--- config.mk ---
export PLATFORM = sky130hd
export DESIGN_NAME = ast_uart
export DESIGN_NICKNAME = d
export VERILOG_FILES = /design/src/ast_pkg.sv /design/src/ast_fifo_if.sv /design/src/ast_fifo.sv /design/src/ast_uart.sv
export VERILOG_INCLUDE_DIRS = /design/src
export SDC_FILE = /design/constraint.sdc
export NUM_CORES = 1
export LEC_CHECK = 0
export BUFFER_PORTS_ARGS = -buffer_cell sky130_fd_sc_hd__buf_4
export CORE_MARGIN = 3
export CORE_UTILIZATION = 55
export CTS_CLUSTER_SIZE = 8
export DETAILED_ROUTE_END_ITERATION = 8
export GPL_ROUTABILITY_DRIVEN = 0
export HOLD_SLACK_MARGIN = 0.05
export PLACE_DENSITY = 0.72
export SYNTH_ARGS = -nofsm -noshare
export SYNTH_HDL_FRONTEND = slang
export SYNTH_SLANG_ARGS = --single-unit
--- constraint.sdc ---
create_clock -name core_clk_i -period 7.6 [get_ports core_clk_i]
set_input_delay 1.52 -clock core_clk_i [delete_from_list [all_inputs] [get_ports core_clk_i]]
set_output_delay 1.52 -clock core_clk_i [all_outputs]
set_load 0.01 [all_outputs]
--- src/ast_consts.svh ---
/*
 * Constants of the serial transceiver: register offsets, field positions,
 * reset values and oversampling counts.
 * Assumes it is included by bare name from each file that needs it.
 */
`ifndef AST_CONSTS_SVH
`define AST_CONSTS_SVH

// ----------------------------------------------------------------------
// Register offsets (word index on the register port)
// ----------------------------------------------------------------------
`define AST_REG_MODE      4'h0
`define AST_REG_STAT      4'h1
`define AST_REG_BRG       4'h2
`define AST_REG_TXDATA    4'h3
`define AST_REG_RXDATA    4'h4

// ----------------------------------------------------------------------
// Mode register fields
// ----------------------------------------------------------------------
`define AST_MODE_ON       15
`define AST_MODE_IDLEHLT  13
`define AST_MODE_IR       12
`define AST_MODE_RTSSTY   11
`define AST_MODE_PINHI    9
`define AST_MODE_PINLO    8
`define AST_MODE_WAKE     7
`define AST_MODE_LOOP     6
`define AST_MODE_AUTO_RATE_MEASURE    5
`define AST_MODE_RXPOL    4
`define AST_MODE_FAST     3
`define AST_MODE_PARHI    2
`define AST_MODE_PARLO    1
`define AST_MODE_STOP2    0
`define AST_MODE_WMASK    16'hbbff
`define AST_MODE_RST      16'h0000

// ----------------------------------------------------------------------
// Status register fields
// ----------------------------------------------------------------------
`define AST_STA_TXEN      10
`define AST_STA_TXFULL    9
`define AST_STA_TRMT      8
`define AST_STA_ADDREN    5
`define AST_STA_RIDLE     4
`define AST_STA_PERR      3
`define AST_STA_FERR      2
`define AST_STA_OERR      1
`define AST_STA_AVAIL     0

// ----------------------------------------------------------------------
// Codes, reset values and counts
// ----------------------------------------------------------------------
`define AST_PIN_TXRX      2'h0
`define AST_PIN_RTS       2'h1
`define AST_PIN_RTSCTS    2'h2
`define AST_PIN_BCLK      2'h3
`define AST_PAR_NONE      2'h0
`define AST_PAR_EVEN      2'h1
`define AST_PAR_ODD       2'h2
`define AST_PAR_NINE      2'h3
`define AST_BRG_RST       16'h0000
`define AST_FIFO_DEPTH    4
`define AST_OSR16_LAST    4'hf
`define AST_OSR16_HALF    4'h7
`define AST_OSR4_LAST     4'h3
`define AST_OSR4_HALF     4'h1
`define AST_IR_PULSE      4'h3
`define AST_AB_FALLS      3'h5

`endif

--- src/ast_pkg.sv ---
/*
 * Types shared by the serial transceiver modules.
 * Assumes nothing of its surroundings.
 */
package ast_pkg;
	typedef enum logic [2:0] {
		RX_IDLE, RX_START, RX_DATA, RX_PAR, RX_STOP
	} ast_rx_state_t;
	typedef enum logic [2:0] {
		TX_IDLE, TX_START, TX_DATA, TX_PAR, TX_STOP
	} ast_tx_state_t;
endpackage

--- src/ast_fifo_if.sv ---
/*
 * Carrier between the transceiver and its character queues.
 * Assumes both ends run on the one core clock.
 */
`timescale 1ns/1ps
interface ast_fifo_if #(parameter int unsigned WIDTH = 9);
	logic             push;
	logic             pop;
	logic             flush;
	logic [WIDTH-1:0] wdata;
	logic [WIDTH-1:0] rdata;
	logic             full;
	logic             empty;
	modport ctrl  (output push, pop, flush, wdata, input rdata, full, empty);
	modport store (input push, pop, flush, wdata, output rdata, full, empty);
endinterface

--- src/ast_fifo.sv ---
/*
 * Small first-in first-out character queue.
 * Assumes a power-of-two depth; push when full and pop when empty
 * are ignored.
 */
`timescale 1ns/1ps
module ast_fifo #(
	parameter int unsigned WIDTH = 9,
	parameter int unsigned DEPTH = 4
) (
	input  wire logic   core_clk_i,
	input  wire logic   reset_i,
	ast_fifo_if.store   fifo
);
	localparam int unsigned AW = $clog2(DEPTH);

	logic [WIDTH-1:0] mem_q [DEPTH];
	logic [AW-1:0]    wr_q;
	logic [AW-1:0]    rd_q;
	logic [AW:0]      cnt_q;
	wire              do_push;
	wire              do_pop;

	assign fifo.full  = cnt_q == (AW+1)'(DEPTH);
	assign fifo.empty = cnt_q == '0;
	assign fifo.rdata = mem_q[rd_q];
	assign do_push    = fifo.push && !fifo.full;
	assign do_pop     = fifo.pop && !fifo.empty;

	always_ff @(posedge core_clk_i) begin
		if (do_push) begin
			mem_q[wr_q] <= fifo.wdata;
		end
	end

	always_ff @(posedge core_clk_i) begin
		if (reset_i || fifo.flush) begin
			wr_q  <= '0;
			rd_q  <= '0;
			cnt_q <= '0;
		end else begin
			if (do_push) begin
				wr_q <= wr_q + 1'b1;
			end
			if (do_pop) begin
				rd_q <= rd_q + 1'b1;
			end
			cnt_q <= cnt_q + (AW+1)'(do_push) - (AW+1)'(do_pop);
		end
	end
endmodule

--- src/ast_uart.sv ---
/*
 * Full-duplex asynchronous serial transceiver with baud generator,
 * four-deep queues, error flags, address detect, flow control,
 * infrared codec, loopback, wake on start and rate measurement.
 * Assumes the sleep and idle inputs come from core-clock logic; the
 * serial and clear-to-send pins are asynchronous and synchronised here.
 */
// The strobed register port and the register addresses were decided locally.
// Summary of operation
// (RL1) Full duplex, separate pins, 8/9 data bits
// (RL2) Even/odd/no parity, one or two stops
// (RL3) Bit timing from 16-bit prescaler divisor
// (RL4) Sixteen or four samples per bit
// (RL5) Four-deep transmit queue before shifter
// (RL6) Four-deep receive queue, arrival order
// (RL7) Detect parity, framing and overrun errors
// (RL8) Separate transmit, receive and error events
// (RL9) Nine-bit address detect: ninth bit one
// (RL10) Baud clock output for infrared transceiver
// (RL11) Module enable owns pins; off stops all but wake detect and the wake event
// (RL12) Idle-halt bit stops module in idle
// (RL13) Infrared codec only with sixteen samples
// (RL14) Request pin simplex or flow control
// (RL15) Pin-use field picks the used pins
// (RL16) Wake: falling edge event, rising clears
// (RL17) Loopback returns transmit line to receiver
// (RL18) Measure rate on sync 55h, self-clear
// (RL19) First character after wake may be bad
// (RL20) Fast select: four clocks, else sixteen
// (RL21) Parity/data field encodings
// (RL22) Stop-count bit: two stops when set
// (RL23) Receive polarity bit sets idle level
// (RL24) Start, data LSB first, parity, stops
// (RL25) Flow control gates sending and request
`timescale 1ns/1ps
`include "ast_consts.svh"
module ast_uart #(
	parameter int unsigned FIFO_DEPTH = `AST_FIFO_DEPTH
) (
	input  wire logic        core_clk_i,
	input  wire logic        reset_i,
	input  wire logic [3:0]  reg_addr_i,
	input  wire logic [15:0] reg_wdata_i,
	input  wire logic        reg_wr_i,
	input  wire logic        reg_rd_i,
	output logic [15:0]      reg_rdata_o,
	input  wire logic        idle_mode_i,
	input  wire logic        sleep_mode_i,
	input  wire logic        serial_rx_pin_i,
	input  wire logic        clear_to_send_n_i,
	output logic             serial_tx_pin_o,
	output logic             serial_tx_pin_oe_o,
	output logic             request_to_send_n_o,
	output logic             request_to_send_n_oe_o,
	output logic             baud_clock_out_o,
	output logic             baud_clock_out_oe_o,
	output logic             tx_event_o,
	output logic             rx_event_o,
	output logic             err_event_o,
	output logic             wake_event_o
);
	import ast_pkg::*;

	// ------------------------------------------------------------------
	// State
	// ------------------------------------------------------------------
	logic [1:0]    rx_sync_q, cts_sync_q;
	logic [15:0]   mode_q, brg_q, brg_cnt_q;
	logic          tx_en_q, addr_en_q, oerr_q;
	logic          rx_prev_q, wake_armed_q;
	logic [3:0]    ir_hold_q;
	logic [22:0]   ab_cnt_q;
	logic [2:0]    ab_falls_q;
	ast_rx_state_t rx_st_q;
	logic [3:0]    rx_cnt_q, rx_bit_q;
	logic [8:0]    rx_shift_q;
	logic          rx_perr_q;
	ast_tx_state_t tx_st_q;
	logic [3:0]    tx_cnt_q, tx_bit_q;
	logic [8:0]    tx_shift_q;
	logic          tx_par_q, tx_line_q;

	ast_fifo_if #(.WIDTH(9))  txf ();
	ast_fifo_if #(.WIDTH(11)) rxf ();

	ast_fifo #(.WIDTH(9), .DEPTH(FIFO_DEPTH)) u_tx_fifo ( // [RL5]
		.core_clk_i (core_clk_i),
		.reset_i    (reset_i),
		.fifo       (txf)
	);
	ast_fifo #(.WIDTH(11), .DEPTH(FIFO_DEPTH)) u_rx_fifo ( // [RL6]
		.core_clk_i (core_clk_i),
		.reset_i    (reset_i),
		.fifo       (rxf)
	);

	// ------------------------------------------------------------------
	// Mode decode
	// ------------------------------------------------------------------
	wire       mod_on   = mode_q[`AST_MODE_ON];
	wire       fast     = mode_q[`AST_MODE_FAST];
	wire       loop     = mode_q[`AST_MODE_LOOP];
	wire       ab_on    = mode_q[`AST_MODE_AUTO_RATE_MEASURE];
	wire       wake_on  = mode_q[`AST_MODE_WAKE];
	wire [1:0] pin_use  = mode_q[`AST_MODE_PINHI:`AST_MODE_PINLO];
	wire [1:0] par_sel  = mode_q[`AST_MODE_PARHI:`AST_MODE_PARLO];
	wire       nine     = par_sel == `AST_PAR_NINE;
	wire       has_par  = par_sel == `AST_PAR_EVEN || par_sel == `AST_PAR_ODD;
	wire       odd      = par_sel == `AST_PAR_ODD;
	wire       ir_on    = mode_q[`AST_MODE_IR] && !fast; // [RL13]
	wire [3:0] osr_last = fast ? `AST_OSR4_LAST : `AST_OSR16_LAST; // [RL4] [RL20]
	wire [3:0] osr_half = fast ? `AST_OSR4_HALF : `AST_OSR16_HALF;
	wire [3:0] bit_last = nine ? 4'h8 : 4'h7; // [RL1] [RL21]
	// Idle-halt and sleep freeze the baud ticks; disable resets receiver, transmitter, queues and rate measurement
	wire       run = mod_on && !sleep_mode_i &&
		!(idle_mode_i && mode_q[`AST_MODE_IDLEHLT]); // [RL11] [RL12]

	// ------------------------------------------------------------------
	// Pin synchronisers
	// ------------------------------------------------------------------
	always_ff @(posedge core_clk_i) begin
		rx_sync_q  <= {rx_sync_q[0], serial_rx_pin_i};
		cts_sync_q <= {cts_sync_q[0], clear_to_send_n_i};
	end

	// ------------------------------------------------------------------
	// Baud generator
	// ------------------------------------------------------------------
	wire tick = run && brg_cnt_q == 16'h0000;
	always_ff @(posedge core_clk_i) begin
		if (reset_i || !run || brg_cnt_q == 16'h0000) begin
			brg_cnt_q <= brg_q; // [RL3]
		end else begin
			brg_cnt_q <= brg_cnt_q - 16'h0001;
		end
	end

	// ------------------------------------------------------------------
	// Receive line: polarity, infrared decode, loopback
	// ------------------------------------------------------------------
	wire rx_raw  = rx_sync_q[1];
	// A short infrared pulse marks a zero bit; stretch it over the bit
	wire ir_line = !(rx_raw || ir_hold_q != 4'h0);
	wire rx_line = loop ? tx_line_q : // [RL17]
		ir_on ? ir_line : rx_raw ^ mode_q[`AST_MODE_RXPOL]; // [RL23]
	wire rx_fall = rx_prev_q && !rx_line;
	wire rx_rise = !rx_prev_q && rx_line;

	always_ff @(posedge core_clk_i) begin
		if (reset_i || !ir_on) begin
			ir_hold_q <= 4'h0;
		end else if (rx_raw) begin
			ir_hold_q <= `AST_OSR16_LAST; // [RL13]
		end else if (tick && ir_hold_q != 4'h0) begin
			ir_hold_q <= ir_hold_q - 4'h1;
		end
	end

	// ------------------------------------------------------------------
	// Wake on start edge and rate measurement
	// ------------------------------------------------------------------
	wire wake_fall  = sleep_mode_i && wake_on && rx_fall; // [RL16]
	wire wake_clr   = wake_armed_q && rx_rise; // [RL16]
	wire ab_busy    = ab_on && rx_st_q == RX_IDLE; // [RL18]
	wire ab_done    = ab_busy && rx_fall && ab_falls_q == `AST_AB_FALLS - 3'h1;
	// Sync 55h gives five falling edges spanning eight bit times
	wire [15:0] ab_meas = fast ? ab_cnt_q[20:5] : ab_cnt_q[22:7];
	wire [15:0] ab_brg  = ab_meas == 16'h0000 ? 16'h0000 : ab_meas - 16'h0001;

	always_ff @(posedge core_clk_i) begin
		if (reset_i || !mod_on || !ab_busy) begin
			ab_cnt_q   <= '0;
			ab_falls_q <= 3'h0;
		end else begin
			if (ab_falls_q != 3'h0) begin
				ab_cnt_q <= ab_cnt_q + 23'h1;
			end
			if (rx_fall) begin
				ab_falls_q <= ab_falls_q + 3'h1;
			end
		end
	end

	always_ff @(posedge core_clk_i) begin
		if (reset_i) begin
			rx_prev_q    <= 1'b1;
			wake_armed_q <= 1'b0;
		end else begin
			rx_prev_q    <= rx_line;
			wake_armed_q <= wake_clr ? 1'b0 : (wake_armed_q || wake_fall);
		end
	end

	// ------------------------------------------------------------------
	// Receiver
	// ------------------------------------------------------------------
	wire       rx_samp = tick && rx_cnt_q == osr_last;
	wire [8:0] rx_word = nine ? rx_shift_q : {1'b0, rx_shift_q[8:1]};
	wire       rx_pexp = ^rx_word[7:0] ^ odd;
	wire       rx_end  = rx_st_q == RX_STOP && rx_samp;
	wire       rx_drop = addr_en_q && nine && !rx_word[8]; // [RL9]
	wire       rx_ovr  = rx_end && !rx_drop && rxf.full; // [RL7]
	wire       rx_ferr = !rx_line; // [RL7]

	always_ff @(posedge core_clk_i) begin
		if (reset_i || !mod_on) begin
			rx_st_q <= RX_IDLE;
			rx_cnt_q <= 4'h0;
			rx_bit_q <= 4'h0;
			rx_shift_q <= 9'h000;
			rx_perr_q <= 1'b0;
		end else begin
			if (tick) begin
				rx_cnt_q <= rx_samp ? 4'h0 : rx_cnt_q + 4'h1;
			end
			case (rx_st_q)
				RX_IDLE: begin
					rx_cnt_q <= 4'h0;
					rx_perr_q <= 1'b0;
					// Start on an edge: a low stop bit is no new start
					if (run && !ab_on && rx_fall) begin
						rx_st_q <= RX_START; // [RL24]
					end
				end
				RX_START: begin
					if (tick && rx_cnt_q == osr_half) begin
						rx_cnt_q <= 4'h0;
						rx_bit_q <= 4'h0;
						rx_st_q <= rx_line ? RX_IDLE : RX_DATA;
					end
				end
				RX_DATA: begin
					if (rx_samp) begin
						rx_shift_q <= {rx_line, rx_shift_q[8:1]}; // [RL24]
						rx_bit_q <= rx_bit_q + 4'h1;
						if (rx_bit_q == bit_last) begin
							rx_st_q <= has_par ? RX_PAR : RX_STOP;
						end
					end
				end
				RX_PAR: begin
					if (rx_samp) begin
						rx_perr_q <= rx_line != rx_pexp; // [RL2] [RL7]
						rx_st_q <= RX_STOP;
					end
				end
				RX_STOP: begin
					if (rx_samp) begin
						rx_st_q <= RX_IDLE;
					end
				end
				default: rx_st_q <= RX_IDLE;
			endcase
		end
	end

	wire rx_read = reg_rd_i && reg_addr_i == `AST_REG_RXDATA;
	wire oerr_clr = reg_wr_i && reg_addr_i == `AST_REG_STAT && oerr_q &&
		!reg_wdata_i[`AST_STA_OERR];
	assign rxf.push  = rx_end && !rx_drop && !rxf.full;
	assign rxf.wdata = {rx_ferr, rx_perr_q, rx_word};
	assign rxf.pop   = rx_read;
	assign rxf.flush = !mod_on || oerr_clr;

	// ------------------------------------------------------------------
	// Transmitter
	// ------------------------------------------------------------------
	wire cts_ok  = pin_use != `AST_PIN_RTSCTS || !cts_sync_q[1]; // [RL25]
	wire tx_go   = tx_st_q == TX_IDLE && run && tx_en_q && !txf.empty &&
		cts_ok;
	wire tx_bend = tick && tx_cnt_q == osr_last;

	always_ff @(posedge core_clk_i) begin
		if (reset_i || !mod_on || !tx_en_q) begin
			tx_st_q <= TX_IDLE;
			tx_cnt_q <= 4'h0;
			tx_bit_q <= 4'h0;
			tx_shift_q <= 9'h000;
			tx_par_q <= 1'b0;
			tx_line_q <= 1'b1;
		end else begin
			if (tick) begin
				tx_cnt_q <= tx_bend ? 4'h0 : tx_cnt_q + 4'h1;
			end
			case (tx_st_q)
				TX_IDLE: begin
					tx_cnt_q <= 4'h0;
					tx_bit_q <= 4'h0;
					if (tx_go) begin
						tx_shift_q <= txf.rdata;
						tx_par_q <= ^txf.rdata[7:0] ^ odd; // [RL2]
						tx_line_q <= 1'b0; // [RL24]
						tx_st_q <= TX_START;
					end
				end
				TX_START: begin
					if (tx_bend) begin
						tx_line_q <= tx_shift_q[0];
						tx_st_q <= TX_DATA;
					end
				end
				TX_DATA: begin
					if (tx_bend) begin
						tx_shift_q <= {1'b0, tx_shift_q[8:1]};
						tx_bit_q <= tx_bit_q + 4'h1;
						tx_line_q <= tx_shift_q[1]; // [RL24]
						if (tx_bit_q == bit_last) begin
							tx_bit_q <= 4'h0;
							tx_line_q <= has_par ? tx_par_q : 1'b1;
							tx_st_q <= has_par ? TX_PAR : TX_STOP;
						end
					end
				end
				TX_PAR: begin
					if (tx_bend) begin
						tx_line_q <= 1'b1;
						tx_st_q <= TX_STOP;
					end
				end
				TX_STOP: begin
					if (tx_bend) begin
						tx_bit_q <= 4'h1;
						// Second stop bit only when selected
						if (!mode_q[`AST_MODE_STOP2] || tx_bit_q != 4'h0) begin
							tx_st_q <= TX_IDLE; // [RL22]
						end
					end
				end
				default: tx_st_q <= TX_IDLE;
			endcase
		end
	end

	wire tx_write = reg_wr_i && reg_addr_i == `AST_REG_TXDATA;
	assign txf.push  = tx_write;
	assign txf.wdata = reg_wdata_i[8:0];
	assign txf.pop   = tx_go;
	assign txf.flush = !mod_on || !tx_en_q;

	// ------------------------------------------------------------------
	// Pin drive
	// ------------------------------------------------------------------
	wire ir_pulse = !tx_line_q && tx_st_q != TX_IDLE &&
		tx_cnt_q < `AST_IR_PULSE;
	// Loopback holds the pin high, the idle level except in infrared mode, so the far node sees no frame
	wire tx_pin_d = loop ? 1'b1 :
		ir_on ? ir_pulse : tx_line_q; // [RL13] [RL17]
	wire rts_used = pin_use == `AST_PIN_RTS || pin_use == `AST_PIN_RTSCTS;
	wire rts_d = mode_q[`AST_MODE_RTSSTY] ? tx_st_q == TX_IDLE :
		rxf.full; // [RL14] [RL25]
	wire bclk_d = brg_cnt_q > {1'b0, brg_q[15:1]}; // [RL10]

	always_ff @(posedge core_clk_i) begin
		if (reset_i) begin
			serial_tx_pin_o        <= 1'b1;
			serial_tx_pin_oe_o     <= 1'b0;
			request_to_send_n_o    <= 1'b1;
			request_to_send_n_oe_o <= 1'b0;
			baud_clock_out_o       <= 1'b0;
			baud_clock_out_oe_o    <= 1'b0;
		end else begin
			serial_tx_pin_o        <= tx_pin_d;
			serial_tx_pin_oe_o     <= mod_on && tx_en_q; // [RL11] [RL15]
			request_to_send_n_o    <= rts_d;
			request_to_send_n_oe_o <= mod_on && rts_used; // [RL15]
			baud_clock_out_o       <= run && bclk_d;
			baud_clock_out_oe_o    <= mod_on && pin_use == `AST_PIN_BCLK;
		end
	end

	// ------------------------------------------------------------------
	// Registers and events
	// ------------------------------------------------------------------
	wire wr_mode = reg_wr_i && reg_addr_i == `AST_REG_MODE;
	wire wr_stat = reg_wr_i && reg_addr_i == `AST_REG_STAT;
	wire wr_brg  = reg_wr_i && reg_addr_i == `AST_REG_BRG;
	wire [15:0] stat_v = {5'h00, tx_en_q, txf.full,
		txf.empty && tx_st_q == TX_IDLE, 2'h0, addr_en_q,
		rx_st_q == RX_IDLE, rxf.rdata[9] && !rxf.empty,
		rxf.rdata[10] && !rxf.empty, oerr_q, !rxf.empty};
	wire [15:0] rd_mux =
		reg_addr_i == `AST_REG_MODE   ? mode_q :
		reg_addr_i == `AST_REG_STAT   ? stat_v :
		reg_addr_i == `AST_REG_BRG    ? brg_q :
		reg_addr_i == `AST_REG_RXDATA ? {7'h00, rxf.rdata[8:0]} : 16'h0000;

	always_ff @(posedge core_clk_i) begin
		if (reset_i) begin
			mode_q    <= `AST_MODE_RST;
			brg_q     <= `AST_BRG_RST;
			tx_en_q   <= 1'b0;
			addr_en_q <= 1'b0;
		end else begin
			if (wr_mode) begin
				mode_q <= reg_wdata_i & `AST_MODE_WMASK;
			end else begin
				if (wake_clr) begin
					mode_q[`AST_MODE_WAKE] <= 1'b0; // [RL16]
				end
				if (ab_done) begin
					mode_q[`AST_MODE_AUTO_RATE_MEASURE] <= 1'b0; // [RL18]
				end
			end
			if (wr_brg) begin
				brg_q <= reg_wdata_i;
			end else if (ab_done) begin
				brg_q <= ab_brg; // [RL18]
			end
			if (wr_stat) begin
				tx_en_q   <= reg_wdata_i[`AST_STA_TXEN];
				addr_en_q <= reg_wdata_i[`AST_STA_ADDREN];
			end
		end
	end

	always_ff @(posedge core_clk_i) begin
		if (reset_i) begin
			oerr_q       <= 1'b0;
			reg_rdata_o  <= 16'h0000;
			tx_event_o   <= 1'b0;
			rx_event_o   <= 1'b0;
			err_event_o  <= 1'b0;
			wake_event_o <= 1'b0;
		end else begin
			oerr_q       <= rx_ovr || (oerr_q && !oerr_clr); // [RL7]
			reg_rdata_o  <= reg_rd_i ? rd_mux : 16'h0000;
			tx_event_o   <= tx_go; // [RL8]
			rx_event_o   <= rxf.push; // [RL8]
			err_event_o  <= rx_ovr || (rxf.push &&
				(rx_ferr || rx_perr_q)); // [RL8]
			wake_event_o <= wake_fall; // [RL16] [RL19]
		end
	end
endmodule

Word-level counts from Yosys, hierarchy flattened
Memories as Yosys holds them, arrays and structs flattened. A register that Yosys moved wholly into a read port is not among the register bits.
Cells that the tools add are included.
{"block": "totals", "out_inout_bits": 26, "register_bits": 168, "mem_bits_rw": 80, "n_memories": 2, "word_cells": 313}
{"block": "classes", "bitwise": 4, "n_eq_ne": 41, "magnitude_cmp": 2, "reduce_logical": 130, "n_mux": 72, "add_sub_neg": 17}
{"memory": "u_rx_fifo.mem_q", "depth": 4, "width": 11, "rd": 1, "rd_clocked_by_memory_dff": 1, "wr": 1, "line": "ast_fifo.sv:17", "text": "logic [WIDTH-1:0] mem_q [DEPTH];"}
{"memory": "u_tx_fifo.mem_q", "depth": 4, "width": 9, "rd": 1, "rd_clocked_by_memory_dff": 1, "wr": 1, "line": "ast_fifo.sv:17"}
{"cell": "$mux W16", "n": 8}
{"cell": "$mux W4", "n": 13}
{"cell": "$logic_and A1 B1 Y1", "n": 51}
{"cell": "$mux W3", "n": 15}
{"cell": "$mux W9", "n": 4}
{"cell": "$logic_not A16 Y1", "n": 2}
{"cell": "$sub A16 B1 Y16 const B", "n": 2}
{"cell": "$pmux W3 S5", "n": 2}
{"cell": "$ne A2 B2 Y1 const B", "n": 12}
{"cell": "$add A23 B1 Y23 const B", "n": 1}
{"cell": "$logic_not A1 Y1", "n": 23}
{"cell": "$logic_or A1 B1 Y1", "n": 19}
{"cell": "$mux W1", "n": 19}
{"cell": "$pmux W9 S2", "n": 1}
{"cell": "$add A4 B1 Y4 const B", "n": 4}
{"cell": "$eq A4 B4 Y1", "n": 4}
{"cell": "$gt A16 B15 Y1", "n": 1}
{"cell": "$pmux W4 S2", "n": 2}
{"cell": "$reduce_xor A8 Y1", "n": 2}
{"cell": "$eq A3 B3 Y1 const B", "n": 5}
{"cell": "$reduce_bool A2 Y1", "n": 7}
{"cell": "$eq A3 B2 Y1 const B", "n": 4}
{"cell": "$logic_not A3 Y1", "n": 4}
{"cell": "$pmux W4 S3", "n": 1}
{"cell": "other kinds (31)", "n": 60}

Logic depth before layout (Yosys ltp)
{"block": "logic_depth", "depth_word": 11, "mapped_depth": 12, "mapped_depth_nobuf": 11}

Hierarchy
Synthesis repeated with hierarchy kept, for this count alone.
{"block": "hier_totals", "hier_cells": 1245, "area_unflattened_um2": 12394.4}
{"module": "ast_uart", "seq_area_each_um2": 3083.0, "cells_each": 1042, "area_each_um2": 8554.5, "n_inst": 1}
{"module": "ast_fifo (u_rx_fifo)", "seq_area_each_um2": 1501.4, "cells_each": 107, "area_each_um2": 2064.5, "n_inst": 1}
{"module": "ast_fifo (u_tx_fifo)", "seq_area_each_um2": 1261.2, "cells_each": 96, "area_each_um2": 1775.5, "n_inst": 1}

Worst setup path before layout
Ideal clock, no wire load.
{"block": "synth_path", "path_type": "input to register", "startpoint": "in sleep_mode_i", "endpoint": "reg u_tx_fifo.cnt_q[1]", "path_stages": 10, "slack_ns": 3.625, "setup_time_ns": 0.115, "required_time_ns": 7.485, "arrival_ns": 3.860, "path_cell_list": "nor2b_1 > nand2_1 > a2111oi_0 > nand2_1 > inv_1 > ha_1 > inv_1 > ha_1 > fa_1 > and3_1"}
{"block": "synth_via", "elab_chain_len": 9}
{"element": "start: declaration", "line": "ast_uart.sv:48", "text": "input wire logic sleep_mode_i,"}
{"element": "$logic_not A1 Y1", "line": "ast_uart.sv:115", "text": "wire run = mod_on && !sleep_mode_i &&"}
{"element": "$logic_and A1 B1 Y1 (2 in a row)", "line": "ast_uart.sv:115"}
{"element": "$logic_and A1 B1 Y1 (4 in a row)", "line": "ast_uart.sv:269", "text": "wire tx_go = tx_st_q == TX_IDLE && run && tx_en_q && !txf.empty &&"}
{"element": "$logic_and A1 B1 Y1", "line": "ast_fifo.sv:28", "text": "assign do_pop = fifo.pop && !fifo.empty;"}
{"element": "named net u_tx_fifo.do_pop", "line": "ast_fifo.sv:22", "text": "wire do_pop;"}
{"element": "$sub A3 B1 Y3", "line": "ast_fifo.sv:48", "text": "cnt_q <= cnt_q + (AW+1)'(do_push) - (AW+1)'(do_pop);"}
{"element": "end signal: assignment", "line": "ast_fifo.sv:48"}
{"element": "end: declaration", "line": "ast_fifo.sv:20", "text": "logic [AW:0] cnt_q;"}
The timed path passes the listed nets, and every way through them passes these cells.
A chain may end at the register's enable or synchronous reset.

Worst setup path after layout
Ends and elaborated chain as after synthesis.

==> impl_metrics.yaml <==
synthesis:
  synthSimpleGateAreaFrac: 0.179
  synthMuxAreaShare: 0.0777
  yosysUniqueCellTypes: 79
  synth_top_family_by_area: "simple AND/OR/NAND/NOR gates"
  synthTopCellsByArea: "dfxtp_1 29%, edfxtp_1 20%, ha_1 4.7%, nor2_1 4.0%, mux4_2 3.7%"
  post_synth.cell_area_avg_um2: 10.0
  synth_warnings: 0
  yosys_register_bits: 252
  synth_area_leader_cell: "dfxtp_1"
  netlist_top_cells_count: "172 x dfxtp_1, 130 x nor2_1, 109 x nand2_1, 82 x a21oi_1, 80 x edfxtp_1"
  netlist_area_mm2: 0.0121
  synth.most_common_cell: "dfxtp_1"
  synth_ff_type: "dfxtp_1"
  synthAdderAreaFrac: 0.0500
  synth-edff-count: 80
  synth_cells: 1202
  seq_area_frac_synth: 0.485
  syn_nets: 1277
  synth_top_area_share: 0.286
  async_flop_share: 0
  synth-compound-area-share: 0.117
  synthXorXnorAreaFrac: 0.0551
pwr:
  power.share.combinational: 0.031
  p_clk_frac: 0.501
  p_int_uw: 2370
  leakage_uw: 0.00495
  p_switching_uw: 623
  swShare: 0.208
  powerDensity_mw_per_mm2: 219
  peakVddDrop_mv: 0.209
  power.share.sequential: 0.468
setup_path:
  cp.arrival_ns: 4.59
  max_stage_delay_ns: 0.98
  worst_r2r_startpoint: "mode_q[3]$_SDFFE_PP0P_"
  rr_endpoint: "brg_q[8]$_SDFFE_PP0P_"
  worstPathMaxFanout: 8
  crit_buf_inv: 3
  crit_type: "in -> reg"
  crit_slowest_cell: "a2111oi_0"
  cp_top_family: "compound AO/OA/AOI/OAI gates"
  r2r_setup_slack_ns: 3.55
  end_kind: "register"
  reg2reg_depth: 10
  crit_chain: "buf_4, nor2b_1, nand2_1, a2111oi_0, nand2_1, inv_1, ha_1, inv_1, ha_1, fa_1, and3_1"
  worstSetupStartpointType: "input pin"
  required_ns: 7.99
worst_hold_path:
  hold_start: "cts_sync_q[0]$_DFF_P_"
  min_to: "cts_sync_q[1]$_DFF_P_"
  hold_path_class: "reg -> reg"
  holdPathStages: 0
timing:
  finClkSkew_ns: 0.0217
  relSlewSlack: 0.180
  finalMaxSlewViolations: 0
  grt_setup_unrepaired: "no"
  min_period_ns: 4.20
  setup_violations: 0
  whs_ns: 0.326
  worstMarginPinSlew_ns: 1.22
  fmax_mhz: 238
  finalHoldViolations: 0
  period_share: 0.553
  tns_ns: 0
cts:
  post-cts-setup-buffer-count: 0
  clock-sinks: 252
  postCtsHoldBufs: 0
  cts_root_buf: "clkbuf_16"
  numCtsBuffers: 37
  htreeDepth: 2
  postCtsResizedCells: 0
  cts_tree: "built"
  cts_max_path_buffers: 3
  clock_latency_ns: 0.51
  clk_pin_slew_worst_paths_ns: 0.05
routing:
  drc_errors: 0
  drt_iter0_drc: 800
  antenna_left: 0
  avgRoutedWirePerCell_um: 19.2
  first_pass_iters: 5
  viasPerCell: 5.96
  vias: 9161
  wl_um: 29500
final_layout:
  n_antenna_cell: 0
  layout.nets: 1316
  drive_above_1_share: 0.117
  syn_to_final_growth_pct: 13.6
global_routing:
  overflow: 0
  antenna_found_initial: 0
  grt_usage: 0.247
  grt_pass1_wl_um: 47300
  grt_max_degree: 48
  grt_pass1_vias: 8839
floorplan:
  dieWidth_um: 154
  row_count: 53
  initial_utilization: 0.566
  io-pin-count: 54
  die_h_um: 154
  die-area_mm2: 0.0237
  coreArea_mm2: 0.0213
status:
  status: "complete, no violations"
place:
  hpwl_um: 20700
  port_buffers: 53
job:
  maxCapViolCount: 0
## worst max-delay path by stage
stage,startpoint,end,cells after the start
2_1_floorplan,sleep_mode_i,u_tx_fifo.cnt_q[1]$_SDFF_PP0_,10
3_3_place_gp,sleep_mode_i,u_tx_fifo.cnt_q[1]$_SDFF_PP0_,11
3_5_place_dp,sleep_mode_i,u_tx_fifo.cnt_q[1]$_SDFF_PP0_,11
6_report,sleep_mode_i,u_tx_fifo.cnt_q[1]$_SDFF_PP0_,11
5_1_grt,sleep_mode_i,u_tx_fifo.cnt_q[1]$_SDFF_PP0_,11
4_1_cts,sleep_mode_i,u_tx_fifo.cnt_q[1]$_SDFF_PP0_,11
## registers in the layout, summed over array words and instances (netlist names), 4 cells and up, named ones only
name	flops
u_rx_fifo.mem_q	44
ab_cnt_q	23
tx_bit_q	4
u_tx_fifo.mem_q	36
rx_shift_q	9
brg_cnt_q	16
reg_rdata_o	16
tx_cnt_q	4
tx_shift_q	9
ir_hold_q	4
rx_cnt_q	4
rx_bit_q	4
brg_q	16
mode_q	14
## stage by stage
stage	std cells	utilization	cell area (um^2)	power [uW]	setup slack (ns)
detailed placement	1477	0.593	12600	1520	2.96
global placement	1477	0.593	12600	1520	3.18
floorplan	1202	-	12100	1480	3.62
CTS	1537	0.643	13700	3020	3.47
global route	1537	0.643	13700	3090	3.16
finish	1537	0.643	13700	3000	3.40
## logic make-up after synthesis
| family | after synthesis |
|---|---|
| simple gates | 435 |
| mux | 67 |
| flops | 252 |
| fa+ha+maj | 47 |
| buf+inv | 114 |
| compound gates | 216 |
| xor+xnor | 71 |
## per-layer routing
metal	wire length [um]	vias up	global-route usage
li1	-	4388	-
met1	12700	4378	0.335
met2	14000	320	0.398
met3	1660	75	0.0380
met4	1170	0	0.106
met5	0	-	0
## cells in the final DEF (no fill, tap or decap), types with 11 or more instances in the layout
cell / count
a211oi_1: 13
a21oi_1: 82
a22oi_1: 17
a31oi_1: 15
and2_1: 15
buf_4: 60
clkbuf_1: 19
clkbuf_16: 39
dfxtp_1: 172
edfxtp_1: 80
ha_1: 45
inv_1: 54
mux2i_1: 36
mux4_2: 20
nand2_1: 109
nand3_1: 36
nand4_1: 11
nor2_1: 130
nor3_1: 43
o21ai_0: 29
or3_1: 14
xnor2_1: 35
xor2_1: 33
## layout make-up
cell class	count	area (um^2)
inverter	54	203
fill	1694	7590
multi-input combinational	836	5780
clock inverter	1	8.76
timing repair buffer	60	450
tap	275	344
clock buffer	59	1060
sequential	252	5850
## power by group through the flow
stage / registers, uW / clock network, uW / logic [uW]
after floorplan: 1420 / 0 / 56.1
after global placement: 1430 / 0 / 90.8
after detailed placement: 1430 / 0 / 92.2
after CTS: 1400 / 1530 / 93.1
after global routing: 1400 / 1590 / 103
final: 1400 / 1500 / 94.3
Note: power is estimated with default switching activity, not from simulation.
